### src/logic/hcfg_pkg.sv
package hcfg_pkg;
  localparam int CLK_FREQ_HZ = 10_000_000;
  localparam int MS_TIME_US = 1000;
  localparam int MS_CYCLES = CLK_FREQ_HZ / 1_000_000 * MS_TIME_US;
  localparam int MOD_FREQ_HZ = 120;
  localparam int MOD_HALF_CYCLES = CLK_FREQ_HZ / (2 * MOD_FREQ_HZ);
  localparam int SPI_HALF_CYCLES = 4;
  localparam int IMG_BYTES = 24;
  localparam int NUM_PORTS = 4;
  localparam int NUM_STR = 6;
  localparam int MAX_LANGS = 31;
  // image byte offsets
  localparam int B_SIG = 0;
  localparam int B_OC_TIMER = 7;
  localparam int B_PWR_FS = 8;
  localparam int B_PWR_HS = 9;
  localparam int B_CC_BASE = 12;
  localparam int B_PWR_GOOD = 16;
  localparam int B_DESC_OPT = 17;
  localparam int B_PIN_OPT = 18;
  localparam int B_WPROT = 19;
  localparam int B_LANGS = 20;
  localparam int B_STRINGS = 21;
  localparam int B_ACTIVE = 22;
  localparam int B_REMOVABLE = 23;
  // option bit positions
  localparam int DO_ACCEPT0 = 7;
  localparam int DO_COMPOUND = 6;
  localparam int DO_FS_ONLY = 5;
  localparam int DO_IND_DIS = 4;
  localparam int DO_GANG = 2;
  localparam int PO_AMBER = 7;
  localparam int PO_GREEN = 6;
  localparam int PO_SELF = 5;
  localparam int PO_MOD = 4;
  localparam int PO_PWR_POL = 3;
  localparam int PO_OC_POL = 2;
  localparam int PO_OC_DIS = 1;
  localparam int PO_OC_PP = 0;
  // hub characteristics bits
  localparam int HC_COMPOUND = 2;
  localparam int HC_OC_PP = 3;
  localparam int HC_OC_DIS = 4;
  localparam int HC_IND = 7;
  localparam logic [7:0] SIG_VALUE = 8'hD4;
  localparam logic [7:0] WPROT_CODE = 8'h42;
  localparam logic [7:0] HUB_DESC_TYPE = 8'h29;
  localparam logic [7:0] ZERO_DESC_TYPE = 8'h00;
  localparam logic [7:0] IMG_EE_ADDR = 8'h00;
  localparam logic [7:0] SPI_CMD_READ = 8'h03;
  localparam logic [7:0] SPI_CMD_WREN = 8'h06;
  localparam logic [7:0] SPI_CMD_WRITE = 8'h02;
  // register map, byte addresses
  localparam logic [5:0] REG_CTRL = 6'h00;
  localparam logic [5:0] REG_STATUS = 6'h04;
  localparam logic [5:0] REG_EEWR = 6'h08;
  localparam logic [5:0] REG_IMG_BASE = 6'h10;
  localparam logic [5:0] REG_IMG_END = 6'h28;
  localparam int CTRL_RELOAD = 0;
  localparam int ST_REJECT = 3;
  // built-in image, byte 0 in the low bits
  localparam logic [8*IMG_BYTES-1:0] CFG_DEFAULT = {
    8'h0F, 8'h0F, 8'h00, 8'h00, 8'h00, 8'h00, 8'h80, 8'h32,
    8'h64, 8'h50, 8'hAE, 8'h50, 8'h00, 8'h00, 8'h57, 8'h28,
    8'h88, 8'h00, 8'h00, 8'h00, 8'h00, 8'h00, 8'h00, 8'hD4};
endpackage

### src/logic/hcfg_loader.sv
// What this block does
// - overcurrent filter ms from enabled/disabled nibble
// - full-speed attach reports full-speed max power
// - high-speed attach reports high-speed max power unless full-speed-only bit set
// - controller current by speed and power mode
// - report power-good delay byte
// - zero descriptor type accepted or stalled
// - compound bit into characteristics bit 2
// - full-speed-only bit blocks high speed
// - indicator disable blanks LEDs, clears bit 7
// - ganged or per-port power switching reported
// - amber/green LED polarity from bits
// - self-powered only when capable bit set
// - optional 120 Hz indicator modulation
// - power switch output polarity from bit
// - overcurrent input polarity from bit
// - mode bit one disables overcurrent detection
// - mode bit zero selects per-port reporting
// - protect code rejects EEPROM writes
// - zero or over 31 languages disables strings
// - supported string gets nonzero index
// - usable port count from active bits
// - removable bits apply to logical ports
`timescale 1ns/1ps
module hcfg_loader import hcfg_pkg::*; #(
  parameter int MS_COUNT = MS_CYCLES,
  parameter int MOD_HALF = MOD_HALF_CYCLES,
  parameter int SPI_HALF = SPI_HALF_CYCLES
) (
  input wire logic CLK,
  input wire logic RESET_N,
  input wire logic [5:0] AVS_ADDRESS,
  input wire logic AVS_READ,
  input wire logic AVS_WRITE,
  input wire logic [31:0] AVS_WRITEDATA,
  output logic [31:0] AVS_READDATA,
  output logic AVS_WAITREQUEST,
  output logic SPI_SCK,
  output logic SPI_CS_N,
  output logic SPI_MOSI,
  input wire logic SPI_MISO,
  input wire logic HS_ATTACHED,
  input wire logic SELF_POWERED,
  input wire logic DESC_REQ,
  input wire logic [7:0] DESC_TYPE,
  input wire logic [3:0] PORT_PWR_REQ,
  input wire logic [3:0] OC_IN,
  input wire logic [3:0] AMBER_REQ,
  input wire logic [3:0] GREEN_REQ,
  output logic CFG_VALID,
  output logic HS_ENABLE,
  output logic SELF_MODE,
  output logic [7:0] MAX_POWER,
  output logic [7:0] CONTR_CURRENT,
  output logic [7:0] PWR_GOOD_DELAY,
  output logic [15:0] HUB_CHAR,
  output logic [2:0] NBR_PORTS,
  output logic [4:0] DEV_REMOVABLE,
  output logic STRINGS_EN,
  output logic [4:0] LANG_COUNT,
  output logic [47:0] STR_INDEX,
  output logic DESC_ACCEPT,
  output logic DESC_STALL,
  output logic [3:0] PORT_PWR,
  output logic [3:0] OC_FLAG,
  output logic [3:0] AMBER_LED,
  output logic [3:0] GREEN_LED
);
  typedef enum {S_IDLE, S_FRAME, S_GAP} hcfg_state_e;
  typedef enum {OP_RD, OP_EN, OP_WR} hcfg_op_e;

  localparam logic [15:0] SPI_M1 = 16'(SPI_HALF - 1);
  localparam logic [15:0] MS_M1 = 16'(MS_COUNT - 1);
  localparam logic [15:0] MOD_M1 = 16'(MOD_HALF - 1);

  logic [7:0] img_q [IMG_BYTES];
  hcfg_state_e st_q;
  hcfg_op_e op_q;
  logic [15:0] div_q;
  logic sck_q, cs_n_q, mosi_q;
  logic [2:0] bit_q;
  logic [4:0] bidx_q;
  logic [7:0] sh_q, rx_q;
  logic miso_m_q, miso_s_q;
  logic load_req_q, valid_q, reject_q, wr_pend_q, wait_q;
  logic [7:0] wr_addr_q, wr_data_q;
  logic [31:0] rdata_q;

  ////////////////////////////////////////////////////////////////////
  // image fields
  wire logic [7:0] desc_opt = img_q[B_DESC_OPT];
  wire logic [7:0] pin_opt = img_q[B_PIN_OPT];
  wire logic [7:0] oc_timer = img_q[B_OC_TIMER];
  wire logic [7:0] langs = img_q[B_LANGS];
  wire logic [7:0] str_map = img_q[B_STRINGS];
  wire logic [3:0] active = img_q[B_ACTIVE][NUM_PORTS-1:0];
  wire logic [3:0] removable = img_q[B_REMOVABLE][NUM_PORTS-1:0];
  wire logic accept0 = desc_opt[DO_ACCEPT0];
  wire logic fs_only = desc_opt[DO_FS_ONLY];
  wire logic ind_dis = desc_opt[DO_IND_DIS];
  wire logic gang = desc_opt[DO_GANG];
  wire logic amber_pol = pin_opt[PO_AMBER];
  wire logic green_pol = pin_opt[PO_GREEN];
  wire logic pwr_pol = pin_opt[PO_PWR_POL];
  wire logic oc_pol = pin_opt[PO_OC_POL];
  wire logic oc_dis = pin_opt[PO_OC_DIS];
  wire logic oc_pp = pin_opt[PO_OC_PP];
  wire logic wr_protected = (img_q[B_WPROT] == WPROT_CODE);

  ////////////////////////////////////////////////////////////////////
  // spi master, mode 0; MISO sampled late in the high phase so that
  // the two-stage synchroniser delay stays inside it (SPI_HALF >= 3)
  wire logic div_done = (div_q == 16'h0000);
  wire logic rise = (st_q == S_FRAME) && div_done && !sck_q;
  wire logic fall = (st_q == S_FRAME) && div_done && sck_q;
  wire logic byte_end = fall && (bit_q == 3'd7);
  wire logic [7:0] rx_byte = {rx_q[6:0], miso_s_q};
  wire logic [4:0] bidx_inc = bidx_q + 5'd1;
  wire logic [4:0] last_idx = (op_q == OP_RD) ? 5'(IMG_BYTES + 1) :
                              (op_q == OP_EN) ? 5'd0 : 5'd2;
  wire logic frame_end = byte_end && (bidx_q == last_idx);
  wire logic start_any = (st_q == S_IDLE) && (load_req_q || wr_pend_q);
  wire logic [7:0] tx_first = load_req_q ? SPI_CMD_READ : SPI_CMD_WREN;
  wire logic [7:0] tx_next = (op_q == OP_RD) ? IMG_EE_ADDR :
                             (bidx_inc == 5'd1) ? wr_addr_q : wr_data_q;
  wire logic load_done = (st_q == S_GAP) && div_done && (op_q == OP_RD);
  wire logic img_wr = byte_end && (op_q == OP_RD) && (bidx_q >= 5'd2);
  wire logic [4:0] img_idx = bidx_q - 5'd2;
  wire logic sig_ok = (img_q[B_SIG] == SIG_VALUE);

  always_ff @(posedge CLK or negedge RESET_N) begin
    if (!RESET_N) begin
      miso_m_q <= 1'b0;
      miso_s_q <= 1'b0;
    end else begin
      miso_m_q <= SPI_MISO;
      miso_s_q <= miso_m_q;
    end
  end

  always_ff @(posedge CLK or negedge RESET_N) begin
    if (!RESET_N) begin
      st_q <= S_IDLE;
      op_q <= OP_RD;
      div_q <= 16'h0000;
      sck_q <= 1'b0;
      cs_n_q <= 1'b1;
      mosi_q <= 1'b0;
      bit_q <= 3'd0;
      bidx_q <= 5'd0;
      sh_q <= 8'h00;
      rx_q <= 8'h00;
    end else begin
      div_q <= div_done ? SPI_M1 : div_q - 16'd1;
      case (st_q)
        S_IDLE: if (start_any) begin
          op_q <= load_req_q ? OP_RD : OP_EN;
          st_q <= S_FRAME;
          cs_n_q <= 1'b0;
          bidx_q <= 5'd0;
          sh_q <= tx_first;
          mosi_q <= tx_first[7];
          div_q <= SPI_M1;
        end
        S_FRAME: begin
          if (rise) sck_q <= 1'b1;
          if (fall) begin
            sck_q <= 1'b0;
            rx_q <= rx_byte;
            bit_q <= bit_q + 3'd1;
            if (frame_end) begin
              cs_n_q <= 1'b1;
              st_q <= S_GAP;
            end else if (byte_end) begin
              bidx_q <= bidx_inc;
              sh_q <= tx_next;
              mosi_q <= tx_next[7];
            end else begin
              sh_q <= {sh_q[6:0], 1'b0};
              mosi_q <= sh_q[6];
            end
          end
        end
        S_GAP: if (div_done) begin
          if (op_q == OP_EN) begin
            op_q <= OP_WR;
            st_q <= S_FRAME;
            cs_n_q <= 1'b0;
            bidx_q <= 5'd0;
            sh_q <= SPI_CMD_WRITE;
            mosi_q <= SPI_CMD_WRITE[7];
          end else begin
            st_q <= S_IDLE;
          end
        end
        default: st_q <= S_IDLE;
      endcase
    end
  end

  // loaded bytes go straight into the live image; outputs follow the
  // image while a reload runs, which software sees as busy
  always_ff @(posedge CLK or negedge RESET_N) begin
    if (!RESET_N) begin
      for (int i = 0; i < IMG_BYTES; i++) img_q[i] <= CFG_DEFAULT[8*i +: 8];
    end else if (load_done && !sig_ok) begin
      for (int i = 0; i < IMG_BYTES; i++) img_q[i] <= CFG_DEFAULT[8*i +: 8];
    end else if (img_wr) begin
      img_q[img_idx] <= rx_byte;
    end
  end

  ////////////////////////////////////////////////////////////////////
  // avalon slave: one wait cycle, effect at the edge with waitrequest low
  wire logic av_wr = AVS_WRITE && !wait_q;
  wire logic wr_ctrl = av_wr && (AVS_ADDRESS == REG_CTRL);
  wire logic wr_stat = av_wr && (AVS_ADDRESS == REG_STATUS);
  wire logic wr_ee = av_wr && (AVS_ADDRESS == REG_EEWR);
  wire logic busy = (st_q != S_IDLE) || load_req_q || wr_pend_q;
  wire logic ee_refuse = wr_protected || wr_pend_q;
  wire logic [5:0] img_off = AVS_ADDRESS - REG_IMG_BASE;
  wire logic [4:0] ib = {img_off[4:2], 2'b00};
  logic [31:0] rd_mux;

  always_comb begin
    if (AVS_ADDRESS == REG_CTRL) begin
      rd_mux = {31'h0, load_req_q};
    end else if (AVS_ADDRESS == REG_STATUS) begin
      rd_mux = {28'h0, reject_q, wr_protected, valid_q, busy};
    end else if (AVS_ADDRESS == REG_EEWR) begin
      rd_mux = {16'h0, wr_addr_q, wr_data_q};
    end else if (AVS_ADDRESS >= REG_IMG_BASE && AVS_ADDRESS < REG_IMG_END) begin
      rd_mux = {img_q[ib + 5'd3], img_q[ib + 5'd2], img_q[ib + 5'd1], img_q[ib]};
    end else begin
      rd_mux = 32'h0;
    end
  end

  always_ff @(posedge CLK or negedge RESET_N) begin
    if (!RESET_N) begin
      wait_q <= 1'b1;
      rdata_q <= 32'h0;
    end else begin
      wait_q <= !((AVS_READ || AVS_WRITE) && wait_q);
      if (AVS_READ && wait_q) rdata_q <= rd_mux;
    end
  end

  // hardware set wins over software clear on the sticky reject flag
  always_ff @(posedge CLK or negedge RESET_N) begin
    if (!RESET_N) begin
      load_req_q <= 1'b1;
      valid_q <= 1'b0;
      reject_q <= 1'b0;
      wr_pend_q <= 1'b0;
      wr_addr_q <= 8'h00;
      wr_data_q <= 8'h00;
    end else begin
      if (wr_ctrl && AVS_WRITEDATA[CTRL_RELOAD]) load_req_q <= 1'b1;
      else if (start_any && load_req_q) load_req_q <= 1'b0;
      if (load_done) valid_q <= sig_ok;
      if (wr_ee && ee_refuse) reject_q <= 1'b1;
      else if (wr_stat && AVS_WRITEDATA[ST_REJECT]) reject_q <= 1'b0;
      if (wr_ee && !ee_refuse) begin
        wr_pend_q <= 1'b1;
        wr_addr_q <= AVS_WRITEDATA[15:8];
        wr_data_q <= AVS_WRITEDATA[7:0];
      end else if (start_any && !load_req_q) begin
        wr_pend_q <= 1'b0;
      end
    end
  end

  ////////////////////////////////////////////////////////////////////
  // descriptor values
  wire logic hs_eff = HS_ATTACHED && !fs_only;
  wire logic self_eff = SELF_POWERED && pin_opt[PO_SELF];
  wire logic [4:0] cc_idx = 5'(B_CC_BASE) + {3'b000, self_eff, hs_eff};
  wire logic [7:0] cc_sel = img_q[cc_idx];
  wire logic [2:0] n_ports = 3'($countones(active));
  wire logic str_en = (langs != 8'h00) && (langs <= 8'(MAX_LANGS));
  logic [15:0] hc_d;
  logic [4:0] rem_d;
  logic [47:0] str_d;

  always_comb begin
    hc_d = 16'h0000;
    hc_d[1:0] = gang ? 2'b00 : 2'b01;
    hc_d[HC_COMPOUND] = desc_opt[DO_COMPOUND];
    hc_d[HC_OC_PP] = oc_pp;
    hc_d[HC_OC_DIS] = oc_dis;
    hc_d[HC_IND] = !ind_dis;
    rem_d = 5'h00;
    for (int j = 1; j <= NUM_PORTS; j++) begin
      if (j <= int'(n_ports)) rem_d[j] = removable[j-1];
    end
    str_d = 48'h0;
    for (int k = 0; k < NUM_STR; k++) begin
      if (str_en && str_map[k]) str_d[8*k +: 8] = 8'(k + 1);
    end
  end

  wire logic desc_ok = (DESC_TYPE == HUB_DESC_TYPE) ||
                       ((DESC_TYPE == ZERO_DESC_TYPE) && accept0);

  always_ff @(posedge CLK or negedge RESET_N) begin
    if (!RESET_N) begin
      HS_ENABLE <= 1'b0;
      SELF_MODE <= 1'b0;
      MAX_POWER <= 8'h00;
      CONTR_CURRENT <= 8'h00;
      PWR_GOOD_DELAY <= 8'h00;
      HUB_CHAR <= 16'h0000;
      NBR_PORTS <= 3'd0;
      DEV_REMOVABLE <= 5'h00;
      STRINGS_EN <= 1'b0;
      LANG_COUNT <= 5'h00;
      STR_INDEX <= 48'h0;
      DESC_ACCEPT <= 1'b0;
      DESC_STALL <= 1'b0;
    end else begin
      HS_ENABLE <= !fs_only;
      SELF_MODE <= self_eff;
      MAX_POWER <= hs_eff ? img_q[B_PWR_HS] : img_q[B_PWR_FS];
      CONTR_CURRENT <= cc_sel;
      PWR_GOOD_DELAY <= img_q[B_PWR_GOOD];
      HUB_CHAR <= hc_d;
      NBR_PORTS <= n_ports;
      DEV_REMOVABLE <= rem_d;
      STRINGS_EN <= str_en;
      LANG_COUNT <= str_en ? langs[4:0] : 5'h00;
      STR_INDEX <= str_d;
      DESC_ACCEPT <= DESC_REQ && desc_ok;
      DESC_STALL <= DESC_REQ && !desc_ok;
    end
  end

  ////////////////////////////////////////////////////////////////////
  // port power, overcurrent filter, indicators
  wire logic [3:0] pwr_on = (gang ? {4{|(PORT_PWR_REQ & active)}} : PORT_PWR_REQ)
                            & active;
  logic [3:0] oc_m_q, oc_s_q;
  logic [15:0] ms_q, mod_q;
  logic wave_q;
  wire logic ms_tick = (ms_q == MS_M1);
  wire logic [3:0] oc_act = oc_pol ? oc_s_q : ~oc_s_q;
  logic [3:0] oc_hit;

  for (genvar i = 0; i < NUM_PORTS; i++) begin : g_oc
    logic [3:0] cnt_q;
    logic hit_q;
    wire logic [3:0] thr = pwr_on[i] ? oc_timer[7:4] : oc_timer[3:0];
    assign oc_hit[i] = hit_q;
    always_ff @(posedge CLK or negedge RESET_N) begin
      if (!RESET_N) begin
        cnt_q <= 4'h0;
        hit_q <= 1'b0;
      end else if (!oc_act[i]) begin
        cnt_q <= 4'h0;
        hit_q <= 1'b0;
      end else if (cnt_q >= thr) begin
        hit_q <= 1'b1;
      end else if (ms_tick) begin
        cnt_q <= cnt_q + 4'h1;
      end
    end
  end

  wire logic [3:0] oc_port = oc_hit & active;
  wire logic [3:0] oc_d = oc_dis ? 4'h0 :
                          oc_pp ? oc_port : {4{|oc_port}};
  wire logic [3:0] led_gate = active & {4{!ind_dis}} &
                              ((pin_opt[PO_MOD] && !wave_q) ? 4'h0 : 4'hF);
  wire logic [3:0] amber_on = AMBER_REQ & led_gate;
  wire logic [3:0] green_on = GREEN_REQ & led_gate;

  always_ff @(posedge CLK or negedge RESET_N) begin
    if (!RESET_N) begin
      oc_m_q <= 4'h0;
      oc_s_q <= 4'h0;
      ms_q <= 16'h0000;
      mod_q <= 16'h0000;
      wave_q <= 1'b0;
      PORT_PWR <= 4'h0;
      OC_FLAG <= 4'h0;
      AMBER_LED <= 4'h0;
      GREEN_LED <= 4'h0;
    end else begin
      oc_m_q <= OC_IN;
      oc_s_q <= oc_m_q;
      ms_q <= ms_tick ? 16'h0000 : ms_q + 16'd1;
      mod_q <= (mod_q == MOD_M1) ? 16'h0000 : mod_q + 16'd1;
      if (mod_q == MOD_M1) wave_q <= !wave_q;
      PORT_PWR <= pwr_pol ? pwr_on : ~pwr_on;
      OC_FLAG <= oc_d;
      AMBER_LED <= amber_pol ? amber_on : ~amber_on;
      GREEN_LED <= green_pol ? green_on : ~green_on;
    end
  end

  assign AVS_WAITREQUEST = wait_q;
  assign AVS_READDATA = rdata_q;
  assign SPI_SCK = sck_q;
  assign SPI_CS_N = cs_n_q;
  assign SPI_MOSI = mosi_q;
  assign CFG_VALID = valid_q;
endmodule // hcfg_loader

### config.mk
export PLATFORM = sky130hd
export DESIGN_NAME = hcfg_loader
export DESIGN_NICKNAME = d
export VERILOG_FILES = /design/src/logic/hcfg_pkg.sv /design/src/logic/hcfg_loader.sv
export SDC_FILE = /design/constraint.sdc
export NUM_CORES = 1
export LEC_CHECK = 0
export BUFFER_PORTS_ARGS = -buffer_cell sky130_fd_sc_hd__buf_2
export CORE_UTILIZATION = 55
export CTS_CLUSTER_SIZE = 8
export DETAILED_ROUTE_END_ITERATION = 12
export GPL_TIMING_DRIVEN = 1
export PLACE_DENSITY_LB_ADDON = 0.12
export SYNTH_ARGS = -nofsm -noshare
export SYNTH_HDL_FRONTEND = slang
export SYNTH_SLANG_ARGS = --single-unit
### constraint.sdc
create_clock -name CLK -period 4.1 [get_ports CLK]
set_clock_uncertainty 0.1 [all_clocks]
set_input_delay 0.82 -clock CLK [delete_from_list [all_inputs] [get_ports CLK]]
set_output_delay 0.82 -clock CLK [all_outputs]
set_load 0.05 [all_outputs]
==> run summary <==
The largest fanout on the critical path is 8. The initial DRC count came out at 1335. STA classifies the critical path startpoint as a flip-flop. Buffers inserted to repair hold after CTS numbered 0.

The slowest stage of the critical path belongs to the cell sky130_fd_sc_hd__dfstp_2. The cell count after synthesis came out at 1943. The mean instance size in the synthesized netlist is 10.5 um2, and the pin slew with the least headroom to its limit is 1.35 ns. The final layout contains routed wiring with a total length of 53.1 mm. The maximum level of the CTS H-tree was 2.

The worst register-to-register path ends at g_oc[0].cnt_q[1]$_DFFE_PN0P_. Cell at the root of the clock tree: sky130_fd_sc_hd__clkbuf_16. In the synthesized netlist, the cells that appear most often are sky130_fd_sc_hd__dfrtp_1, sky130_fd_sc_hd__nand2_1, sky130_fd_sc_hd__mux2i_1, sky130_fd_sc_hd__nor2_1, sky130_fd_sc_hd__a21oi_1. The number of remaining DRC errors is 0. Counting flops with an async set or reset pin after synthesis yields a share of 100%. Power comes to 9160 uW. Ranked by total cell area, the synthesized netlist is headed by sky130_fd_sc_hd__dfrtp_1, sky130_fd_sc_hd__mux2i_1, sky130_fd_sc_hd__dfstp_2, sky130_fd_sc_hd__nand2_1, sky130_fd_sc_hd__nor2_1. Initial antenna violation count: 1. The floorplan step set the die width to 195 um.

TritonCTS built the clock tree. The clock transition at the registers of the reported paths works out to 0.05 ns. The area growth from synthesis to layout is 13.1%.

After floorplanning, the core was divided into 70 placement rows. The flow ran to the end, and the final reports show no timing, DRC or antenna violations. During synthesis, Yosys emitted a total of 0 warnings. Setup slack closes at 0.767 ns. The most used flip-flop cell after synthesis is sky130_fd_sc_hd__dfrtp_1. Entering global routing, the biggest net connects 111 pins. The setup check on the worst reg-to-reg path leaves a slack of 0.77 ns.

The worst-case IR drop observed on VDD is 0.000304 V. Using the TritonRoute via totals, the vias-per-cell ratio works out to 5.82. The final route contains 15100 vias. The final-report hold violation count was 0; the final core utilization was 63.1%. The first-pass iteration count of the detailed router came out at 7. Setup repair after global routing left no endpoint under its margin. The tools report the total number of clock tree sinks as 421. The data required time of the critical path came out at 4.47 ns. The first global-routing pass estimated 84.4 mm of wire. The ratio of final minimum period to clock period is 81.3%.

The cell type contributing the most total cell area after synthesis is sky130_fd_sc_hd__dfrtp_1. The max-capacitance violation count was 0; the share of final-layout standard cells stronger than drive strength 1 was 18.7%. After floorplanning, the core was sized to cover 0.0366 mm2. The end of the critical path is g_oc[0].cnt_q[1]$_DFFE_PN0P_.

Yosys instantiated no cell more often than sky130_fd_sc_hd__dfrtp_1. Data arrives at the worst endpoint at 3.70 ns. For the worst-skew pair, the clock arrives at the later sink with an insertion delay of 0.61 ns. The count of instances resized after the clock tree is built was 0. Worst-case headroom to the max-slew limit: 9.68%. The overall routing resource usage is 28.7%. The tools report the number of endpoints failing setup at the final stage as 0. In this run the critical register-to-register path is launched from active[1]$_DFFE_PN1P_. The logs give 229 for the number of ports placed on the die boundary and 0 for the final-report max-slew violation count. Measured along the y axis, the die boundary spans 195 um. In this run, synthesis produced a sequential element count of 421.

Routability-driven placement finished with a final weighted congestion of 0.889. Counting cells, the worst reg-to-reg path comes to 11. The die covers 0.0379 mm2. Once the floorplan was initialized, standard cells occupied 55.8% of the core. For the number of global-route vias before repair, the log shows 14800. For this design the ratio of total power to cell area is 397 mW/mm2. The clock passes through at most 3 buffers. The achievable clock frequency came out at 300 MHz. Tracing the worst setup path back leads to its startpoint at active[1]$_DFFE_PN1P_. After detailed routing, the average wire length per cell comes to 20.5 um. The number of unique standard cell types used by synthesis was 73.

Buffers inserted during clock tree synthesis total 58. OpenSTA, run right after detailed placement, puts the worst setup slack at 0.574 ns. The area share of the leading cell type in the synthesized netlist works out to 46.7%.

For this run, the post-layout net count is 2190. The run gives 51.8% as the sequential cell area fraction in the yosys report. The number of buffer cells added on primary ports is 161.

The count of nets left with antenna violations once routing finished came out at 0. The kind of end point of the critical path was a flip-flop. Final critical path time including I/O delays and setup: 3.33 ns. The delay of the slowest critical-path stage works out to 0.65 ns.

The residual overflow from global routing is 0. For the area of the mapped netlist, the log shows 0.0204 mm2. After legalization and detailed placement, the total HPWL measured 35.1 mm. The tightest min-delay check is of the input pin to async pin type. Among the stages of the critical path, the cell type that occurs most often is sky130_fd_sc_hd__nor2_1. The count of buffers added by post-CTS timing repair for setup came out at 0. The summed negative setup slack over all endpoints is 0 ns. The signal on the critical path passes through a222oi_1, and3_1, nor2_1, mux2_2, ha_1, nand2b_1, a21oi_1, o21ai_0, nor2_1, mux2i_1, nor2_1. The critical path in this run is classified as flip-flop to flip-flop. The run gives 0.0111 uW as the cell leakage power.

In this run, synthesis inferred 0 flip-flops with an integrated enable.
[worst min-delay path by stage]
stage	start	to	slack, ns	depth (start not counted)
2_1_floorplan	miso_m_q$_DFF_PN0_	miso_s_q$_DFF_PN0_	0.23	0
3_3_place_gp	oc_m_q[3]$_DFF_PN0_	oc_s_q[3]$_DFF_PN0_	0.23	0
3_5_place_dp	oc_m_q[1]$_DFF_PN0_	oc_s_q[1]$_DFF_PN0_	0.23	0
4_1_cts	OC_IN[2]	oc_m_q[2]$_DFF_PN0_	0.20	1
5_1_grt	OC_IN[3]	oc_m_q[3]$_DFF_PN0_	0.21	1
6_report	RESET_N	AMBER_LED[2]$_DFF_PN0_	0.15	1
[final cells by class]
| cell class | count | area (um2) |
|---|---|---|
| Antenna cell | 1 | 2.50 |
| Clock buffer | 103 | 1640 |
| Clock inverter | 3 | 33.8 |
| Fill cell | 2979 | 13500 |
| Inverter | 36 | 135 |
| Multi-Input combinational cell | 1365 | 8970 |
| Sequential cell | 421 | 10600 |
| Tap cell | 468 | 586 |
| Timing Repair Buffer | 193 | 1150 |
[power by group]
| group | switching [uW] | internal [uW] |
|---|---|---|
| clock | 1790 | 2670 |
| combinational | 369 | 98.5 |
| sequential | 41.3 | 4190 |
| total | 2200 | 6960 |
[state kept, by name (all words and copies together), names as in the netlist, 5 cells and up]
register / cells
desc_opt: 8
ms_q: 16
bidx_q: 5
CONTR_CURRENT: 8
PWR_GOOD_DELAY: 8
sh_q: 7
AVS_READDATA: 32
langs: 8
mod_q: 16
g_oc.cnt_q: 16
MAX_POWER: 8
str_map: 8
oc_timer: 8
STR_INDEX: 6
LANG_COUNT: 5
img_q: 148
wr_data_q: 8
pin_opt: 8
HUB_CHAR: 5
wr_addr_q: 8
div_q: 16
rx_q: 7
[critical path, delay by kind of cell, from the launching register on]
family                     cells  cell delay, ns
DFF                            1            0.65
adders and majority gates      1            0.26
and+or+nand+nor                5            1.08
AOI/OAI and AO/OA              3            0.49
muxes                          2            0.61
[kinds of logic (layout without fill, tap and decap cells)]
kind of cell             count (synthesis)  count (layout)  synth area share, %
AND/OR/NAND/NOR                        663             663                 15.1
flip-flops                             421             421                 51.8
AO/OA/AOI/OAI                          301             301                 8.68
multiplexers                           237             237                 13.4
buffers and inverters                  207             335                 5.21
XOR/XNOR                                68              68                 2.92
adder cells (fa/ha/maj)                 45              45                 2.79
other                                    1              52               0.0184
[per-stage QoR]
stage	hold WS (ns)	instances	instance area (um2)
2_1_floorplan	0.231	1993	20600
3_3_place_gp	0.233	2483	21400
3_5_place_dp	0.235	2483	21400
4_1_cts	0.201	2589	23100
5_1_grt	0.210	2590	23100
6_report	0.152	2590	23100
[per-layer routing]
metal	part of all wire (%)	global-route usage, %	wire length [um]
met4	2.2	8.55	1160
met2	45	42.5	23900
met5	0	0	0
met3	7.3	5.67	3880
met1	45	42.7	24100
[cells in the final DEF, fill, tap and decap left out, types with 14 or more instances in the layout]
cell                          n
sky130_fd_sc_hd__a21oi_1    122
sky130_fd_sc_hd__a22oi_1     14
sky130_fd_sc_hd__a32o_1      14
sky130_fd_sc_hd__and2_1      16
sky130_fd_sc_hd__and3_1      15
sky130_fd_sc_hd__buf_2      159
sky130_fd_sc_hd__buf_4       26
sky130_fd_sc_hd__clkbuf_1    44
sky130_fd_sc_hd__clkbuf_16   59
sky130_fd_sc_hd__conb_1      51
sky130_fd_sc_hd__dfrtp_1    381
sky130_fd_sc_hd__dfstp_2     40
sky130_fd_sc_hd__ha_1        44
sky130_fd_sc_hd__inv_1       36
sky130_fd_sc_hd__mux2_2      41
sky130_fd_sc_hd__mux2i_1    170
sky130_fd_sc_hd__mux4_2      25
sky130_fd_sc_hd__nand2_1    275
sky130_fd_sc_hd__nand2b_1    18
sky130_fd_sc_hd__nand3_1     60
sky130_fd_sc_hd__nor2_1     169
sky130_fd_sc_hd__nor3_1      24
sky130_fd_sc_hd__o21ai_0     98
sky130_fd_sc_hd__or2_2       15
sky130_fd_sc_hd__xnor2_1     42
sky130_fd_sc_hd__xor2_1      26
Note: power is estimated with default switching activity, not from simulation.
